$ cat config.mk
export PLATFORM = sky130hd
export DESIGN_NAME = rfpg_regs
export DESIGN_NICKNAME = d
export VERILOG_FILES = /design/src/rfpg_regs.v
export VERILOG_INCLUDE_DIRS = /design/src
export SDC_FILE = /design/constraint.sdc
export NUM_CORES = 1
export LEC_CHECK = 0
export ABC_AREA = 1
export BUFFER_PORTS_ARGS = -buffer_cell sky130_fd_sc_hd__buf_4
export CAP_MARGIN = 20
export CELL_PAD_IN_SITES_DETAIL_PLACEMENT = 0
export CELL_PAD_IN_SITES_GLOBAL_PLACEMENT = 2
export CORE_ASPECT_RATIO = 1.5
export CORE_UTILIZATION = 32
export DETAILED_ROUTE_END_ITERATION = 7
export PLACE_DENSITY_LB_ADDON = 0.1
export SETUP_SLACK_MARGIN = 0.2
export SYNTH_ARGS = -nofsm -noshare
export SYNTH_HDL_FRONTEND = slang
export SYNTH_SLANG_ARGS = --single-unit
$ cat constraint.sdc
create_clock -name clk_sys -period 2 [get_ports clk_sys]
set_input_delay 0.1 -clock clk_sys [delete_from_list [all_inputs] [get_ports clk_sys]]
set_output_delay 0.1 -clock clk_sys [all_outputs]
set_load 0.03 [all_outputs]
$ cat src/rfpg_defs.vh
// constants for the rail fault mask and power-good select register bank
// Function
// - override clear: pins or internal pg control ldo
// - override set: ldo follows the disable control, on only while it is high
// - mask a: ldo two, switch a, step-downs
// - mask zero lets fault shut device down (all of mask a, bits 4 to 0 of mask b)
// - mask b: ldo one, termination, switches, ldo three
// - select zero includes rail in output tree
// - select a: ldo two, switch a, step-downs
// - reset contents come from factory configuration
`ifndef RFPG_DEFS_VH
`define RFPG_DEFS_VH
`define RFPG_ADDR_OVERRIDE_B 8'hA1
`define RFPG_ADDR_FAULT_MASK_A 8'hA2
`define RFPG_ADDR_FAULT_MASK_B 8'hA3
`define RFPG_ADDR_PG_SELECT_A 8'hA4
`define RFPG_BIT_THIRD_LDO_FORCE_ON 0
`define RFPG_BIT_MASK_B_RO 7
`define RFPG_MASK_B_RO_VALUE 1'b0
`define RFPG_MASK_B_WR_BITS 8'h7F
`define RFPG_RAIL_MASK_A_SECOND_LDO 7
`define RFPG_RAIL_MASK_A_SWITCH_A 6
`define RFPG_RAIL_MASK_B_FIRST_LDO 4
`define RFPG_RAIL_MASK_B_TERMINATION 3
`define RFPG_RAIL_MASK_B_SWITCH_B_TWO 2
`define RFPG_RAIL_MASK_B_SWITCH_B_ONE 1
`define RFPG_RAIL_MASK_B_THIRD_LDO 0
`endif

$ cat src/rfpg_regs.v
// rail fault mask, power-good select and third ldo override registers
`timescale 1ns/1ps
`default_nettype none
`include "rfpg_defs.vh"
module rfpg_regs
(
  input wire clk_sys,
  input wire rst,
  input wire [7:0] otp_override_b,
  input wire [7:0] otp_fault_mask_a,
  input wire [7:0] otp_fault_mask_b,
  input wire [7:0] otp_pg_select_a,
  input wire reg_wr,
  input wire reg_rd,
  input wire [7:0] reg_addr,
  input wire [7:0] reg_wdata,
  output reg [7:0] reg_rdata,
  output reg reg_rvalid,
  input wire [7:0] rail_fault_a,
  input wire [7:0] rail_fault_b,
  input wire [7:0] rail_pg_a,
  input wire third_ldo_ctl_pin_en,
  input wire third_ldo_internal_pg_en,
  input wire third_ldo_disable_ctl,
  output reg shutdown_req,
  output reg general_output_one,
  output reg third_ldo_enable,
  output reg [7:0] rail_fault_mask_a_out,
  output reg [7:0] rail_fault_mask_b_out,
  output reg [7:0] output_one_pg_select_a_out
);
  reg [7:0] fault_a_s1_reg;
  reg [7:0] fault_a_s2_reg;
  reg [7:0] fault_b_s1_reg;
  reg [7:0] fault_b_s2_reg;
  reg [7:0] pg_a_s1_reg;
  reg [7:0] pg_a_s2_reg;
  reg [2:0] ctl_s1_reg;
  reg [2:0] ctl_s2_reg;
  reg [7:0] rail_enable_override_b_reg;
  reg [7:0] rail_fault_mask_a_reg;
  reg [6:0] rail_fault_mask_b_reg;
  reg [7:0] output_one_pg_select_a_reg;
  reg load_pending_reg;
  reg [7:0] rdata_next;
  wire [7:0] mask_b_full;
  wire force_on;

  // bit seven has no storage and always reads its fixed value
  assign mask_b_full = {`RFPG_MASK_B_RO_VALUE, rail_fault_mask_b_reg};
  assign force_on = rail_enable_override_b_reg[`RFPG_BIT_THIRD_LDO_FORCE_ON];

  // pin-side inputs pass two flops
  always @(posedge clk_sys)
  begin
    fault_a_s1_reg <= rail_fault_a;
    fault_a_s2_reg <= fault_a_s1_reg;
    fault_b_s1_reg <= rail_fault_b;
    fault_b_s2_reg <= fault_b_s1_reg;
    pg_a_s1_reg <= rail_pg_a;
    pg_a_s2_reg <= pg_a_s1_reg;
    ctl_s1_reg <= {third_ldo_ctl_pin_en, third_ldo_internal_pg_en,
                   third_ldo_disable_ctl};
    ctl_s2_reg <= ctl_s1_reg;
  end

  // register storage; factory values captured on the cycle after reset
  always @(posedge clk_sys)
  begin
    if (rst)
    begin
      load_pending_reg <= 1'b1;
      rail_enable_override_b_reg <= 8'h00;
      rail_fault_mask_a_reg <= 8'hFF;
      rail_fault_mask_b_reg <= 7'h7F;
      output_one_pg_select_a_reg <= 8'hFF;
    end
    else if (load_pending_reg)
    begin
      load_pending_reg <= 1'b0;
      rail_enable_override_b_reg <= otp_override_b;
      rail_fault_mask_a_reg <= otp_fault_mask_a;
      rail_fault_mask_b_reg <= otp_fault_mask_b[6:0];
      output_one_pg_select_a_reg <= otp_pg_select_a;
    end
    else if (reg_wr)
    begin
      case (reg_addr)
        `RFPG_ADDR_OVERRIDE_B:
          rail_enable_override_b_reg <= reg_wdata;
        `RFPG_ADDR_FAULT_MASK_A:
          rail_fault_mask_a_reg <= reg_wdata;
        `RFPG_ADDR_FAULT_MASK_B:
          rail_fault_mask_b_reg <= reg_wdata[6:0];
        `RFPG_ADDR_PG_SELECT_A:
          output_one_pg_select_a_reg <= reg_wdata;
        default:
          rail_fault_mask_a_reg <= rail_fault_mask_a_reg;
      endcase
    end
  end

  always @*
  begin
    case (reg_addr)
      `RFPG_ADDR_OVERRIDE_B: rdata_next = rail_enable_override_b_reg;
      `RFPG_ADDR_FAULT_MASK_A: rdata_next = rail_fault_mask_a_reg;
      `RFPG_ADDR_FAULT_MASK_B: rdata_next = mask_b_full;
      `RFPG_ADDR_PG_SELECT_A: rdata_next = output_one_pg_select_a_reg;
      default: rdata_next = 8'h00;
    endcase
  end

  // read data, outputs and rail logic
  always @(posedge clk_sys)
  begin
    if (rst)
    begin
      reg_rdata <= 8'h00;
      reg_rvalid <= 1'b0;
      shutdown_req <= 1'b0;
      general_output_one <= 1'b0;
      third_ldo_enable <= 1'b0;
      rail_fault_mask_a_out <= 8'h00;
      rail_fault_mask_b_out <= 8'h00;
      output_one_pg_select_a_out <= 8'h00;
    end
    else
    begin
      reg_rvalid <= reg_rd & ~load_pending_reg;
      reg_rdata <= (reg_rd & ~load_pending_reg) ? rdata_next : reg_rdata;
      rail_fault_mask_a_out <= rail_fault_mask_a_reg;
      rail_fault_mask_b_out <= mask_b_full;
      output_one_pg_select_a_out <= output_one_pg_select_a_reg;
      shutdown_req <= ~load_pending_reg &
        ((|(fault_a_s2_reg & ~rail_fault_mask_a_reg)) |
         (|(fault_b_s2_reg[4:0] & ~rail_fault_mask_b_reg[4:0])));
      general_output_one <= ~load_pending_reg &
        (&(pg_a_s2_reg | output_one_pg_select_a_reg));
      if (force_on)
        third_ldo_enable <= ctl_s2_reg[0];
      else
        third_ldo_enable <= ctl_s2_reg[2] | ctl_s2_reg[1];
    end
  end
endmodule
`default_nettype wire

==> results of run 1 <==
cell type report:
class | count | area [um^2] | area share (%)
multi-input combinational | 254 | 1360 | 22.7
clock buffer | 21 | 460 | 7.70
timing repair buffer | 166 | 1390 | 23.3
sequential | 115 | 2300 | 38.5
tap | 153 | 191 | 3.20
inverter | 33 | 126 | 2.11
clock inverter | 11 | 153 | 2.55
report_power, final:
| part | internal, mW | total, mW | switching, mW | leakage, nW |
|---|---|---|---|---|
| clock network | 2.03 | 3.10 | 1.07 | 0.290 |
| logic | 0.288 | 0.599 | 0.311 | 1.51 |
| registers | 2.43 | 2.50 | 0.0668 | 0.962 |
cell usage after synthesis:
master,n
dfxtp_1,115
a22o_1,1
inv_4,1
buf_1,4
buf_2,3
nor2_1,38
o21ai_0,1
nand3_2,3
a21oi_2,1
a31oi_1,1
buf_8,1
nand2_4,1
o21ai_1,7
o211ai_2,8
nor2_4,4
a21oi_1,49
o211ai_1,15
o221ai_1,1
nor2_8,1
clkbuf_1,5
nand4_1,1
nor4_1,1
a31oi_4,1
nand3_4,2
inv_1,26
buf_12,2
nand3_1,32
inv_2,6
buf_4,2
nand2_1,81
a31oi_2,2
o22ai_1,1
conb_1,1
o22a_1,1
kinds of logic (layout without fill, tap and decap cells):
logic type / count (synthesis) / after routing / share of synthesized area [%]
other cells: 1 / 1 / 0.0961
buf+inv: 50 / 231 / 6.28
flops: 115 / 115 / 59.0
simple gates: 164 / 164 / 19.5
compound gates: 89 / 89 / 15.2
how the worst max path moves through the flow:
stage                                                to             start  cells after the start
final                                      reg_rdata[4]  load_pending_reg                      5
after CTS                                  reg_rdata[4]  load_pending_reg                      5
after global placement                     reg_rdata[5]  load_pending_reg                      5
after floorplan                            reg_rdata[0]  load_pending_reg                      6
after global routing                       reg_rdata[4]  load_pending_reg                      5
after detailed placement  rail_enable_override_b_reg[4]       reg_addr[6]                     10
per-layer routing:
| metal | vias up | global-route usage, % |
|---|---|---|
| li1 | 1726 | - |
| met2 | 96 | 33.7 |
| met5 | - | 0 |
| met3 | 15 | 4.75 |
| met4 | 0 | 6.77 |
| met1 | 1511 | 20.5 |
tightest hold or removal path: cells and delay by family:
kind	cells	cell delay [ps]
AO/OA/AOI/OAI	2	190
buffers and inverters	1	80
stage by stage:
step | power, mW | cells
after floorplan | 2.81 | 419
after global placement | 3.06 | 667
after detailed placement | 3.07 | 667
after CTS | 6.26 | 753
after global routing | 6.43 | 753
final | 6.19 | 753
==> flow_metrics.env, run 1 <==
export IMPL_setup_viol=0
export IMPL_io_buffers=109
export IMPL_synthCells=419
export IMPL_ctsHoldBuffers=54
export IMPL_utilization_pct=50.0
export IMPL_finalCriticalPeriod_ps=1310
export IMPL_cts_tree="built"
export IMPL_post_cts_buffers=0
export IMPL_drv_cap=0
export IMPL_first_pass_iters=4
export IMPL_fin_ws_ps=689
export IMPL_grt_max_degree=67
export IMPL_place_congestion=0.816
export IMPL_synth_largest_area_cell="dfxtp_1"
export IMPL_drive_gt1_share_pct=28.7
export IMPL_first_global_vias=3281
export IMPL_dp_hpwl_um=7510
export IMPL_timing_rr_start="load_pending_reg"
export IMPL_post_route_period_util_pct=65.6
export IMPL_design_area_um2=5980
export IMPL_wl_um=11100
export IMPL_clock_sinks=115
export IMPL_holdPathStages=3
export IMPL_cts_resized_gates=0
export IMPL_skew_ps=6.25
export IMPL_ir_worst_vdd_mv=0.563
export IMPL_grt_antenna_before_repair=0
export IMPL_cts_root_buf="clkbuf_16"
export IMPL_synth_seq_area_share_pct=59.0
export IMPL_nNetsFinal=666
export IMPL_p_per_area_nw_per_um2=1030
export IMPL_final_cell_mix="dfxtp_1 (115), buf_4 (111), nand2_1 (81)"
export IMPL_yosys_area_top_type_share_pct=59.0
export IMPL_ys_top_cells_by_area="dfxtp_1 (59%), nand2_1 (7.8%), a21oi_1 (6.3%)"
export IMPL_tightest_slew_ps=716
export IMPL_first_iter_violations=137
export IMPL_synth_fp_nets=498
export IMPL_core_area_um2=12000
export IMPL_dp_slack_ps=683
export IMPL_num_rows=49
export IMPL_cp_arrival_ps=1570
export IMPL_hold_class="primary input to register"
export IMPL_met2_length_um=6030
export IMPL_r2r_end="reg_rdata[4]"
export IMPL_die_w_um=92.2
export IMPL_clk_pin_slew_ps=50
export IMPL_fin_tns_setup_ps=0
export IMPL_crit_path_top_delay_cell="dfxtp_1"
export IMPL_holdPathEnd="rail_enable_override_b_reg[7]"
export IMPL_route_detailed_drc=0
export IMPL_syn_avg_cell_area_um2=9.32
export IMPL_fmax_mhz=763
export IMPL_finalMaxSlewViolations=0
export IMPL_synthDistinctLibCells=34
export IMPL_worstSetupPathType="register to register"
export IMPL_cp_top_family="flip-flops"
export IMPL_finalHoldViolCount=0
export IMPL_fillCellCount=1186
export IMPL_rrSetupSlack_ps=690
export IMPL_h_tree_depth=4
export IMPL_startpoint_type="register"
export IMPL_grt_use_total_pct=18.5
export IMPL_ys_ff_latch=115
export IMPL_grt_pass1_wl_um=17000
export IMPL_r2r_cells=5
export IMPL_clockBufferDepth=2
export IMPL_syn_cell_area_um2=3900
export IMPL_layout_commonest_cell="dfxtp_1"
export IMPL_wl_per_cell_um=14.8
export IMPL_endpoint_kind="register"
export IMPL_die_y_um=137
export IMPL_route_met3_wl_um=555
export IMPL_p_leak_nw=2.77
export IMPL_ys_warnings_count=0
export IMPL_worstHoldStart="otp_override_b[7]"
export IMPL_cpPeakStageDelay_ps=390
export IMPL_status="completed"
export IMPL_top_layer_used="met4"
export IMPL_numCtsBuffers=17
export IMPL_cp_num_buf_inv=2
export IMPL_start_util_pct=32.7
export IMPL_area_delta_synth_final_pct=53.3
export IMPL_postRouteAntennaNets=0
export IMPL_vias=3348
export IMPL_fin_hold_ws_ps=13.0
export IMPL_critPathRequiredTime_ps=2260
export IMPL_grt_overflow=0
export IMPL_max_slew_margin_pct=52.2
export IMPL_placed_area_um2=4830
export IMPL_io_pin_count=115
export IMPL_diodes=0
export IMPL_rsz0062_at_grt="false"
export IMPL_insertion_delay_ps=410
export IMPL_crit_chain="inv_4 -> nand2_1 -> inv_2 -> o21ai_1 -> a21oi_1"
export IMPL_die_area_um2=12700
export IMPL_wl_met1_um=4370
export IMPL_vias_per_cell=4.45
export IMPL_worst_path_max_fanout=10
No activity file was read; power rests on OpenSTA's default activity.
==> run 2: changes to the inputs <==
Settings changed: CORE_UTILIZATION 32 to 27.
Clock period 2 ns to 1.1 ns, I/O delays scaled along.
==> run 2 against run 1 <==
Worst hold slack improved by 29 ps. Sequential power grew 83%. Cell area up 16%. Non-clock buffer count increased by 37. Critical path type unchanged. Largest power group unchanged. Clock power up 83%. Clock skew decreased by 0.71 ps.
==> flow_metrics.env, run 2 (same netlist as run 1, synthesis figures left out) <==
export IMPL_die_y_um=149
export IMPL_start_util_pct=27.8
export IMPL_area_delta_synth_final_pct=77.4
export IMPL_grt_antenna_before_repair=0
export IMPL_p_int_mw=8.81
export IMPL_wl_met1_um=4840
export IMPL_met2_length_um=6490
export IMPL_setup_viol=0
export IMPL_fmax_mhz=975
export IMPL_grt_pass1_wl_um=18400
export IMPL_die_area_um2=15000
export IMPL_power_mw=11.6
export IMPL_wl_per_cell_um=14.4
export IMPL_drive_gt1_share_pct=46.8
export IMPL_finalMaxSlewViolations=0
export IMPL_vias=3563
export IMPL_post_route_period_util_pct=93.2
export IMPL_grt_overflow=0
export IMPL_pwr_share_clk_pct=48.8
export IMPL_clk_pin_slew_ps=60
export IMPL_critPathRequiredTime_ps=1420
export IMPL_grt_max_degree=28
export IMPL_first_iter_violations=68
export IMPL_fin_tns_setup_ps=0
export IMPL_fillCellCount=1372
export IMPL_postRouteAntennaNets=0
export IMPL_diodes=0
export IMPL_cts_root_buf="clkbuf_16"
export IMPL_cpPeakStageDelay_ps=330
export IMPL_route_met3_wl_um=399
export IMPL_fin_ws_ps=74.7
export IMPL_ir_worst_vdd_mv=1.04
export IMPL_finalHoldViolCount=0
export IMPL_cp_arrival_ps=1340
export IMPL_numCtsBuffers=17
export IMPL_regArea_um2=2370
export IMPL_die_w_um=100
export IMPL_top_layer_used="met4"
export IMPL_pwr_share_seq_pct=39.4
export IMPL_insertion_delay_ps=400
export IMPL_clockBufferDepth=2
export IMPL_core_area_um2=14100
export IMPL_switching_share_pct=24.2
export IMPL_h_tree_depth=4
export IMPL_first_pass_iters=4
export IMPL_worst_path_max_fanout=5
export IMPL_endpoint_kind="register"
export IMPL_io_buffers=109
export IMPL_finalCriticalPeriod_ps=1030
export IMPL_p_per_area_nw_per_um2=1680
export IMPL_drv_cap=0
export IMPL_skew_ps=5.54
export IMPL_cts_tree="built"
export IMPL_hold_class="primary input to register"
export IMPL_startpoint_type="register"
export IMPL_vias_per_cell=4.30
export IMPL_combPwrFrac_pct=11.9
export IMPL_num_rows=53
export IMPL_p_sw_mw=2.81
export IMPL_clock_sinks=115
export IMPL_nNetsFinal=704
export IMPL_first_global_vias=3656
export IMPL_final_cell_mix="buf_4 (92), nand2_1 (71), dfxtp_1 (69)"
export IMPL_rsz0062_at_grt="true"
export IMPL_utilization_pct=49.3
export IMPL_place_congestion=0.794
export IMPL_p_leak_nw=3.11
export IMPL_route_detailed_drc=0
export IMPL_crit_chain="buf_6 -> inv_8 -> nand2_4 -> buf_12 -> o211ai_1"
export IMPL_layout_commonest_cell="buf_4"
export IMPL_dp_slack_ps=-124
export IMPL_multiInputGateArea_um2=1560
export IMPL_status="completed"
export IMPL_grt_use_total_pct=16.9
export IMPL_wl_um=11900
export IMPL_crit_path_top_delay_cell="dfxtp_2"
export IMPL_worstSetupPathType="register to register"
export IMPL_dp_hpwl_um=8750
export IMPL_io_pin_count=115
[run 2: cell count changes in the layout (fill, tap and decap cells not counted), moves of 7 or more]
cell and delta:
buf_4 -19, nand2_4 +8, dfxtp_2 +42, nand2_1 -10, buf_12 +13, a21oi_2 +19
a21oi_1 -19, dfxtp_1 -46, nor2_1 -7, buf_6 +41
[run 2: per-stage QoR]
step,hold WS [ps],area [um^2],std cells
2_1_floorplan,82.7,3980,419
3_3_place_gp,160,5310,734
3_5_place_dp,160,5310,734
4_1_cts,33.3,6820,824
5_1_grt,50.5,6930,829
6_report,41.8,6930,829
[run 2: metal layers]
layer	vias up	GRT usage, %
met5	-	0
met2	89	31.4
met4	0	7.03
met3	14	3.61
li1	1811	-
met1	1649	18.0
[run 2: final timing paths]
kind	startpoint	endpoint	slack [ps]	cells after the start
min	rst	rail_fault_mask_a_reg[4]	40	3
max	load_pending_reg	rail_fault_mask_a_reg[5]	70	5
max reg2reg	load_pending_reg	rail_fault_mask_a_reg[5]	70	5
min reg2reg	fault_a_s1_reg[3]	fault_a_s2_reg[3]	320	0
[run 2: cell type report]
type	instances	share of cell area, %
Clock buffer	18	6.34
Timing Repair inverter	1	0.163
Sequential cell	115	34.2
Inverter	33	2.01
Timing Repair Buffer	203	28.8
Clock inverter	13	2.53
Multi-Input combinational cell	254	22.5
Tap cell	192	3.47
[run 2: critical path, delay by kind of cell, from the launching register on]
family	cells	cell delay (ps)
AO/OA/AOI/OAI	1	170
flip-flops	1	330
AND/OR/NAND/NOR	1	70
buffers and inverters	3	370
[run 2: power by group through the flow]
stage	combinational, mW	clock [mW]	sequential [mW]
after global routing	1.48	6.00	4.60
after floorplan	0.403	0	4.73
after detailed placement	1.11	0	4.63
after CTS	1.37	5.81	4.58
final	1.38	5.66	4.57
after global placement	1.11	0	4.63
[run 2: repair_timing]
item                                    4_1_cts  5_1_grt
buffers inserted                              2        5
pin swaps                                    20        8
resized for setup                           106       29
endpoints found under the setup margin       77       77
hold buffers                                 56        0
hold endpoints to repair                     56        0
gates cloned                                  1        0
